[src/smrr_pkg.sv]
// Constants and types for the register-read command interpreter.
// Assumes one clock domain; frames arrive as whole byte streams.
package smrr_pkg;

   // ------------------------------------------------------------
   // Function and exception codes
   // ------------------------------------------------------------
   localparam logic [7:0] FC_READ_DISCRETE = 8'h02;
   localparam logic [7:0] FC_READ_HOLDING = 8'h03;
   localparam logic [7:0] FC_READ_INPUT = 8'h04;
   localparam logic [7:0] FC_ERROR_FLAG = 8'h80;
   localparam logic [7:0] EXC_BAD_FUNCTION = 8'h01;
   localparam logic [7:0] EXC_BAD_ADDRESS = 8'h02;
   localparam logic [7:0] EXC_BAD_QUANTITY = 8'h03;

   // ------------------------------------------------------------
   // Framing
   // ------------------------------------------------------------
   localparam logic [3:0] REQ_LAST_INDEX = 4'hb;
   localparam logic [8:0] HDR_BYTES = 9'h009;
   localparam logic [7:0] LEN_BASE = 8'h03;
   localparam logic [15:0] PROTOCOL_ZERO = 16'h0000;
   localparam logic [15:0] REG_QTY_MAX = 16'h007d;
   localparam logic [15:0] BIT_QTY_MAX = 16'h0040;
   localparam logic [16:0] BIT_ADDR_END = 17'h00040;

   // ------------------------------------------------------------
   // Register word addresses
   // ------------------------------------------------------------
   localparam logic [15:0] ADDR_MOTOR_MODEL_CODE = 16'h2000;
   localparam logic [15:0] ADDR_ENCODER_KIND = 16'h2001;
   localparam logic [15:0] ADDR_COUNTS_LO = 16'h2002;
   localparam logic [15:0] ADDR_COUNTS_HI = 16'h2003;
   localparam logic [16:0] ADDR_PARAM_END = 17'h02004;
   localparam logic [15:0] ADDR_DRIVE_OUTPUT_STATUS = 16'h2121;
   localparam logic [15:0] ADDR_PRESENT_SPEED = 16'h2600;

   // Contact positions inside the output status word
   localparam int BRAKE_BIT = 0;
   localparam int ZERO_SPEED_BIT = 3;
   localparam int CAUTION_BIT = 8;

   // ------------------------------------------------------------
   // Reset values
   // ------------------------------------------------------------
   localparam logic [95:0] SHIFT_RESET = 96'h0;
   localparam logic [8:0] INDEX_RESET = 9'h000;
   localparam logic [7:0] BYTE_RESET = 8'h00;

   typedef struct packed {
      logic [15:0] tid;
      logic [7:0] uid;
      logic [7:0] fc;
      logic [15:0] start;
      logic [15:0] qty;
   } smrr_req_t;

   localparam smrr_req_t REQ_RESET = '0;

endpackage

[src/smrr_server.sv]
// Server end of the register-read function codes over a byte stream.
// Assumes the transport hands in one request frame per rx_last_in and
// takes reply bytes under tx_ready_in; drive values are on mclk_in.
//
// Notes on behaviour
// - A holding read of 1 to 4 words inside 0x2000-0x2003, or one word at 0x2600, answers byte count 2N, then N words.
// - An input-register read of one word at 0x2121 answers 2N, then N words; all others are refused.
// - A refused read answers the function code with bit 7 set, then a code.
// - Status word bits: brake 0, zero speed 3, caution 8, one contact each.
// - The present speed is one word at 0x2600 read by a holding read.
// - A holding read at 0x2000 returns motor code, kind, counts low, high.
// - The encoder kind word sits at 0x2001 right after the motor code.
// - A one-word input read at 0x2121 returns the status word, count 2.
// - A discrete read packs one bit per contact, byte count rounded up.
`timescale 1ns/1ps

module smrr_server (
   // Clock and reset
   input wire logic mclk_in,
   input wire logic arst_n_in,
   // Request byte stream
   input wire logic rx_valid_in,
   input wire logic [7:0] rx_data_in,
   input wire logic rx_last_in,
   output logic rx_ready_out,
   // Reply byte stream
   output logic tx_valid_out,
   output logic [7:0] tx_data_out,
   output logic tx_last_out,
   input wire logic tx_ready_in,
   // Drive values
   input wire logic forward_travel_limit_in,
   input wire logic [15:1] input_contacts_in,
   input wire logic [15:0] output_contacts_in,
   input wire logic [15:0] present_speed_in,
   input wire logic [15:0] motor_model_code_in,
   input wire logic [15:0] encoder_kind_in,
   input wire logic [31:0] encoder_counts_per_turn_in
);

   // ------------------------------------------------------------
   // State
   // ------------------------------------------------------------
   typedef enum logic {ST_RECV, ST_SEND} smrr_state_t;

   smrr_state_t state_reg, state_next;
   logic [3:0] rxcnt_reg, rxcnt_next;
   logic [95:0] shift_reg, shift_next;
   smrr_pkg::smrr_req_t req_reg, req_next;
   logic [7:0] exc_reg, exc_next;
   logic [7:0] bc_reg, bc_next;
   logic [8:0] idx_reg, idx_next;
   logic rdy_reg, rdy_next;
   logic txv_reg, txv_next;
   logic [7:0] txd_reg, txd_next;
   logic txl_reg, txl_next;

   logic [95:0] frame;
   smrr_pkg::smrr_req_t req_new;
   logic [15:0] protocol;
   logic [16:0] addr_end;
   logic [7:0] exc_new;
   logic [7:0] bc_new;
   logic [63:0] contacts;
   logic [15:0] status_word;
   logic [8:0] total;
   logic [8:0] data_k;
   logic [7:0] out_byte;

   // Unsupported contact ranges read as zero
   assign status_word = output_contacts_in;
   assign contacts = {16'h0000, status_word, 16'h0000,
                      input_contacts_in, forward_travel_limit_in};

   // ------------------------------------------------------------
   // Request decode
   // ------------------------------------------------------------
   assign frame = {shift_reg[87:0], rx_data_in};
   assign protocol = frame[79:64];
   assign req_new.tid = frame[95:80];
   assign req_new.uid = frame[47:40];
   assign req_new.fc = frame[39:32];
   assign req_new.start = frame[31:16];
   assign req_new.qty = frame[15:0];
   assign addr_end = {1'b0, req_new.start} + {1'b0, req_new.qty};

   always_comb begin
      exc_new = smrr_pkg::BYTE_RESET;
      bc_new = smrr_pkg::BYTE_RESET;
      unique case (req_new.fc)
         smrr_pkg::FC_READ_DISCRETE: begin
            bc_new = 8'(req_new.qty[6:0] + 7'h07) >> 3;
            if (req_new.qty == 16'h0000 ||
                req_new.qty > smrr_pkg::BIT_QTY_MAX) begin
               exc_new = smrr_pkg::EXC_BAD_QUANTITY;
            end else if (addr_end > smrr_pkg::BIT_ADDR_END) begin
               exc_new = smrr_pkg::EXC_BAD_ADDRESS;
            end
         end
         smrr_pkg::FC_READ_HOLDING: begin
            bc_new = {req_new.qty[6:0], 1'b0};
            if (req_new.qty == 16'h0000 ||
                req_new.qty > smrr_pkg::REG_QTY_MAX) begin
               exc_new = smrr_pkg::EXC_BAD_QUANTITY;
            end else if (!((req_new.start >= smrr_pkg::ADDR_MOTOR_MODEL_CODE
                            && addr_end <= smrr_pkg::ADDR_PARAM_END) ||
                           (req_new.start == smrr_pkg::ADDR_PRESENT_SPEED
                            && req_new.qty == 16'h0001))) begin
               exc_new = smrr_pkg::EXC_BAD_ADDRESS;
            end
         end
         smrr_pkg::FC_READ_INPUT: begin
            bc_new = {req_new.qty[6:0], 1'b0};
            if (req_new.qty == 16'h0000 ||
                req_new.qty > smrr_pkg::REG_QTY_MAX) begin
               exc_new = smrr_pkg::EXC_BAD_QUANTITY;
            end else if (!(req_new.start ==
                           smrr_pkg::ADDR_DRIVE_OUTPUT_STATUS &&
                           req_new.qty == 16'h0001)) begin
               exc_new = smrr_pkg::EXC_BAD_ADDRESS;
            end
         end
         default: begin
            exc_new = smrr_pkg::EXC_BAD_FUNCTION;
         end
      endcase
   end

   // ------------------------------------------------------------
   // Reply byte selection
   // ------------------------------------------------------------
   function automatic logic [15:0] word_at(input logic [7:0] fc,
                                           input logic [15:0] addr);
      logic [15:0] w;
      w = 16'h0000;
      if (fc == smrr_pkg::FC_READ_INPUT) begin
         if (addr == smrr_pkg::ADDR_DRIVE_OUTPUT_STATUS) begin
            w = status_word;
         end
      end else begin
         unique case (addr)
            smrr_pkg::ADDR_MOTOR_MODEL_CODE: w = motor_model_code_in;
            smrr_pkg::ADDR_ENCODER_KIND: w = encoder_kind_in;
            smrr_pkg::ADDR_COUNTS_LO:
               w = encoder_counts_per_turn_in[15:0];
            smrr_pkg::ADDR_COUNTS_HI:
               w = encoder_counts_per_turn_in[31:16];
            smrr_pkg::ADDR_PRESENT_SPEED: w = present_speed_in;
            default: w = 16'h0000;
         endcase
      end
      return w;
   endfunction

   function automatic logic [7:0] bits_at(input logic [15:0] start,
                                          input logic [15:0] qty,
                                          input logic [7:0] j);
      logic [7:0] b;
      logic [15:0] n;
      logic [15:0] pos;
      b = 8'h00;
      for (int i = 0; i < 8; i++) begin
         n = {5'h00, j, 3'(i)};
         pos = start + n;
         // Contacts beyond the requested count pad with zero
         if (n < qty) begin
            b[i] = contacts[pos[5:0]];
         end
      end
      return b;
   endfunction

   assign total = (exc_reg != smrr_pkg::BYTE_RESET) ? smrr_pkg::HDR_BYTES
                  : smrr_pkg::HDR_BYTES + {1'b0, bc_reg};
   assign data_k = idx_reg - smrr_pkg::HDR_BYTES;

   always_comb begin
      logic [15:0] w;
      logic [7:0] len;
      w = word_at(req_reg.fc, req_reg.start + {8'h00, data_k[8:1]});
      len = (exc_reg != smrr_pkg::BYTE_RESET) ? smrr_pkg::LEN_BASE
            : smrr_pkg::LEN_BASE + bc_reg;
      unique case (idx_reg)
         9'h000: out_byte = req_reg.tid[15:8];
         9'h001: out_byte = req_reg.tid[7:0];
         9'h002: out_byte = smrr_pkg::PROTOCOL_ZERO[15:8];
         9'h003: out_byte = smrr_pkg::PROTOCOL_ZERO[7:0];
         9'h004: out_byte = 8'h00;
         9'h005: out_byte = len;
         9'h006: out_byte = req_reg.uid;
         9'h007: out_byte = (exc_reg != smrr_pkg::BYTE_RESET) ?
                            (req_reg.fc | smrr_pkg::FC_ERROR_FLAG)
                            : req_reg.fc;
         9'h008: out_byte = (exc_reg != smrr_pkg::BYTE_RESET) ?
                            exc_reg : bc_reg;
         default: begin
            if (req_reg.fc == smrr_pkg::FC_READ_DISCRETE) begin
               out_byte = bits_at(req_reg.start, req_reg.qty, data_k[7:0]);
            end else begin
               out_byte = data_k[0] ? w[7:0] : w[15:8];
            end
         end
      endcase
   end

   // ------------------------------------------------------------
   // Sequencing
   // ------------------------------------------------------------
   always_comb begin
      state_next = state_reg;
      rxcnt_next = rxcnt_reg;
      shift_next = shift_reg;
      req_next = req_reg;
      exc_next = exc_reg;
      bc_next = bc_reg;
      idx_next = idx_reg;
      rdy_next = rdy_reg;
      txv_next = txv_reg;
      txd_next = txd_reg;
      txl_next = txl_reg;
      unique case (state_reg)
         ST_RECV: begin
            if (rx_valid_in && rdy_reg) begin
               shift_next = frame;
               if (rxcnt_reg != 4'hf) begin
                  rxcnt_next = rxcnt_reg + 4'h1;
               end
               if (rx_last_in) begin
                  rxcnt_next = 4'h0;
                  // Wrong length or nonzero protocol: dropped silently
                  if (rxcnt_reg == smrr_pkg::REQ_LAST_INDEX &&
                      protocol == smrr_pkg::PROTOCOL_ZERO) begin
                     req_next = req_new;
                     exc_next = exc_new;
                     bc_next = bc_new;
                     idx_next = smrr_pkg::INDEX_RESET;
                     rdy_next = 1'b0;
                     state_next = ST_SEND;
                  end
               end
            end
         end
         ST_SEND: begin
            if (txv_reg && tx_ready_in && txl_reg) begin
               txv_next = 1'b0;
               txl_next = 1'b0;
               rdy_next = 1'b1;
               state_next = ST_RECV;
            end else if ((!txv_reg || tx_ready_in) && idx_reg < total) begin
               txv_next = 1'b1;
               txd_next = out_byte;
               txl_next = (idx_reg == total - 9'h001);
               idx_next = idx_reg + 9'h001;
            end
         end
      endcase
   end

   always_ff @(posedge mclk_in or negedge arst_n_in) begin
      if (!arst_n_in) begin
         state_reg <= ST_RECV;
         rxcnt_reg <= 4'h0;
         shift_reg <= smrr_pkg::SHIFT_RESET;
         req_reg <= smrr_pkg::REQ_RESET;
         exc_reg <= smrr_pkg::BYTE_RESET;
         bc_reg <= smrr_pkg::BYTE_RESET;
         idx_reg <= smrr_pkg::INDEX_RESET;
         rdy_reg <= 1'b1;
         txv_reg <= 1'b0;
         txd_reg <= smrr_pkg::BYTE_RESET;
         txl_reg <= 1'b0;
      end else begin
         state_reg <= state_next;
         rxcnt_reg <= rxcnt_next;
         shift_reg <= shift_next;
         req_reg <= req_next;
         exc_reg <= exc_next;
         bc_reg <= bc_next;
         idx_reg <= idx_next;
         rdy_reg <= rdy_next;
         txv_reg <= txv_next;
         txd_reg <= txd_next;
         txl_reg <= txl_next;
      end
   end

   assign rx_ready_out = rdy_reg;
   assign tx_valid_out = txv_reg;
   assign tx_data_out = txd_reg;
   assign tx_last_out = txl_reg;

endmodule

[config.mk]
export PLATFORM = sky130hd
export DESIGN_NAME = smrr_server
export DESIGN_NICKNAME = d
export VERILOG_FILES = /design/src/smrr_pkg.sv /design/src/smrr_server.sv
export SDC_FILE = /design/constraint.sdc
export NUM_CORES = 1
export LEC_CHECK = 0
export BUFFER_PORTS_ARGS = -buffer_cell sky130_fd_sc_hd__buf_2
export CAP_MARGIN = 15
export CORE_MARGIN = 2
export CORE_UTILIZATION = 61
export CTS_CLUSTER_SIZE = 16
export DETAILED_ROUTE_END_ITERATION = 8
export GPL_TIMING_DRIVEN = 0
export PLACE_DENSITY = 0.82
export SKIP_CTS_REPAIR_TIMING = 1
export SLEW_MARGIN = 20
export SYNTH_ARGS = -nofsm -noshare
export SYNTH_HDL_FRONTEND = slang
export SYNTH_SLANG_ARGS = --single-unit
[constraint.sdc]
create_clock -name mclk_in -period 5.05 [get_ports mclk_in]
set_input_delay 0.7575 -clock mclk_in [delete_from_list [all_inputs] [get_ports mclk_in]]
set_output_delay 0.7575 -clock mclk_in [all_outputs]
set_load 0.05 [all_outputs]
==> results.py <==
metrics = {
    "place": {
        "dp.cells": 1994,
        "dp.final_hpwl_um": 30400,
        "gp_congestion": 0.963,
        "dp_slack_ns": -1.19,
        "numPortBuffers": 135,
    },
    "route": {
        "dr.pass1.iters": 7,
        "drc": 0,
        "routed_wl_um": 40000,
        "first_iter_violations": 1227,
        "routed_via_density": 6.24,
        "vias": 12723,
        "wl_per_cell_um": 19.6,
        "ant_nets": 0,
    },
    "worst_setup_path": {
        "cp-start-kind": "flop",
        "arrival_ns": 5.32,
        "path_max_fanout": 14,
        "cp.required_ns": 5.37,
        "cp_common_cell": "buf_4",
        "crit_type": "reg2reg",
        "crit_path_end_kind": "flop",
        "crit_path_cell_trace": "clkbuf_4 > inv_2 > buf_12 > ha_2 > nor2b_4 > nand2b_4 > nand2_2 > nor3_4 > xor2_2 > buf_4 > ha_1 > nand4_1 > a21oi_2 > nor2_2 > a21o_1 > a211oi_4 > nor4_4 > buf_4 > buf_6 > buf_4 > a211oi_1 > o22ai_1 > a31oi_1 > o21ai_1",
        "crit_slowest_cell": "dfrtp_2",
        "max_stage_delay_ns": 0.47,
    },
    "final_layout": {
        "area_delta_synth_final_pct": 15.6,
        "fillers": 1722,
        "largest_reg_flops": 88,
        "layoutNonFillerInstCount": 2039,
        "antenna_cells": 0,
        "final_nets": 1938,
        "drive_gt1_frac": 0.173,
        "area.sequential_um2": 4680,
        "multiInputGateArea_um2": 8310,
    },
    "synth": {
        "synth-compound-area-share": 0.139,
        "synth_simple_gate_area_frac": 0.247,
        "synthXorXnorAreaFrac": 0.0455,
        "async_flop_share": 1.00,
        "synth_nets": 1770,
        "ys_seq_elements": 187,
        "yosys-top-cells-area": "dfrtp_1, nand2_1, mux4_2",
        "syn_inst": 1578,
        "seq_area_frac_synth": 0.352,
        "yosysWarningCount": 0,
        "ys_types": 76,
        "avgSynthCellArea_um2": 8.42,
        "synth_top_family_by_area": "simple AND/OR/NAND/NOR gates",
        "synth_adder_area_share": 0.0653,
        "synthFlopType": "dfrtp_1",
        "yosys.area.top_type": "dfrtp_1",
        "muxShareOfSynthArea": 0.111,
        "synth_area_um2": 13300,
        "synth_edf_count": 0,
        "yosys.area.top_type_share": 0.350,
    },
    "global_route": {
        "grt_max_degree": 99,
        "grt_overflow": 0,
        "groute.usage.overall": 0.350,
        "antenna_found_initial": 0,
        "grt_pass1_vias": 11976,
        "grt_pass1_wl_um": 62200,
    },
    "timing": {
        "finalSetupTns_ns": 0,
        "period_share": 0.989,
        "setup_viol": 0,
        "hold_viol": 0,
        "relSlewSlack": 0.279,
        "worstMarginPinSlew_ns": 1.07,
        "max_freq_mhz": 200,
        "fin_ws_ns": 0.0559,
        "clock_skew_ns": 0.0198,
        "finalCriticalPeriod_ns": 4.99,
        "report.final.slew_viol_count": 0,
    },
    "min_path": {
        "hold_path.class": "in2async",
    },
    "die": {
        "die_w_um": 152,
        "start_util": 0.615,
        "die_y_um": 152,
        "core_area_um2": 21600,
        "rows": 54,
        "die_area_um2": 23000,
        "io_pins": 136,
    },
    "clock_tree": {
        "clk_latency_ns": 0.45,
        "cts_buffers": 17,
        "htreeDepth": 4,
        "clkTransAtPathRegs_ns": 0.08,
        "cts.path.max_buffers": 2,
        "cts.sinks": 187,
        "clockRootBuffer": "clkbuf_16",
        "cts_tree": "done",
    },
    "power_and_ir_drop": {
        "power_leakage_nw": 7.47,
        "power_density_nw_per_um2": 205,
        "vdd_drop_max_v": 0.000239,
    },
    "run_status": {
        "outcome": "finished clean",
    },
    "job": {
        "drv_cap": 0,
    },
}
[layout make-up]
type                       instances  share of cell area
tap                              280              0.0228
clock inverter                    15              0.0147
multi-input combinational       1256               0.541
buffer                            84              0.0241
clock buffer                      17              0.0277
inverter                          51              0.0125
timing repair buffer             149              0.0526
sequential                       187               0.305
[path summary, 6_finish.rpt]
check / depth (start not counted) / end / start / slack (ns)
worst max register to register: 24 / tx_data_out[7] / idx_reg[0] / 0.06
worst min register to register: 2 / shift_reg[59] / shift_reg[51] / 0.47
max in group asynchronous: 2 / shift_reg[30] / arst_n_in / 3.88
min in group mclk_in: 2 / shift_reg[59] / shift_reg[51] / 0.47
worst min-delay path: 1 / idx_reg[6] / arst_n_in / 0.28
worst max-delay path: 24 / tx_data_out[7] / idx_reg[0] / 0.06
[power by group]
part / switching (W) / internal (W) / total, W
Sequential: 0.0000000000000748 / 0.00150 / 0.00150
Clock: 0.000730 / 0.000742 / 0.00147
Combinational: 0.000101 / 0.0000872 / 0.000189
[per-stage QoR]
step | util | total power (W) | instance area [um2] | hold WS [ns]
floorplan | - | 0.00160 | 13300 | 0.435
global placement | 0.662 | 0.00170 | 14300 | 0.450
detailed placement | 0.664 | 0.00171 | 14400 | 0.454
CTS | 0.694 | 0.00316 | 15000 | 0.327
global route | 0.711 | 0.00324 | 15400 | 0.348
finish | 0.711 | 0.00316 | 15400 | 0.283
[synthesized netlist by cell type (11+ instances only)]
cell type	n
nand2_1	521
dfrtp_1	186
o21ai_0	78
clkbuf_1	67
ha_1	63
a21oi_1	61
nor2_1	60
inv_1	51
mux4_2	50
xnor2_1	42
nand3_1	35
nor3_1	31
mux2i_1	27
xor2_1	27
a22oi_1	21
nor4_1	19
nand4_1	13
a221oi_1	11
nand2b_1	11
[placed cells by master (no fill, tap or decap), types with 41 or more instances in the layout]
cell,count
nand2_1,520
mux4_2,50
xnor2_1,41
dfrtp_1,185
clkbuf_1,62
nor2_1,59
ha_1,62
a21oi_1,57
buf_2,141
o21ai_0,76
inv_1,50
[routing by layer]
metal / global-route usage / wire (um) / vias up
met2: 0.550 / 18600 / 657
li1: - / - / 5871
met4: 0.144 / 1470 / 0
met1: 0.473 / 16400 / 6087
met5: 0 / 0 / -
met3: 0.0790 / 3500 / 108
[logic make-up (layout without fill, tap and decap cells)]
group / Yosys count / count (layout)
flip-flops: 187 / 187
XOR/XNOR: 69 / 69
AO/OA/AOI/OAI: 281 / 281
AND/OR/NAND/NOR: 755 / 755
adder cells (fa/ha/maj): 67 / 67
multiplexers: 84 / 84
buffers and inverters: 135 / 316
[critical path, delay by kind of cell, from the launching register on]
family	cells	cell delay, ns
simple gates	7	0.97
fa+ha+maj	2	0.58
buf+inv	7	1.13
xor+xnor	1	0.09
flops	1	0.47
compound gates	7	1.59
No activity file was read; power rests on OpenSTA's default activity.
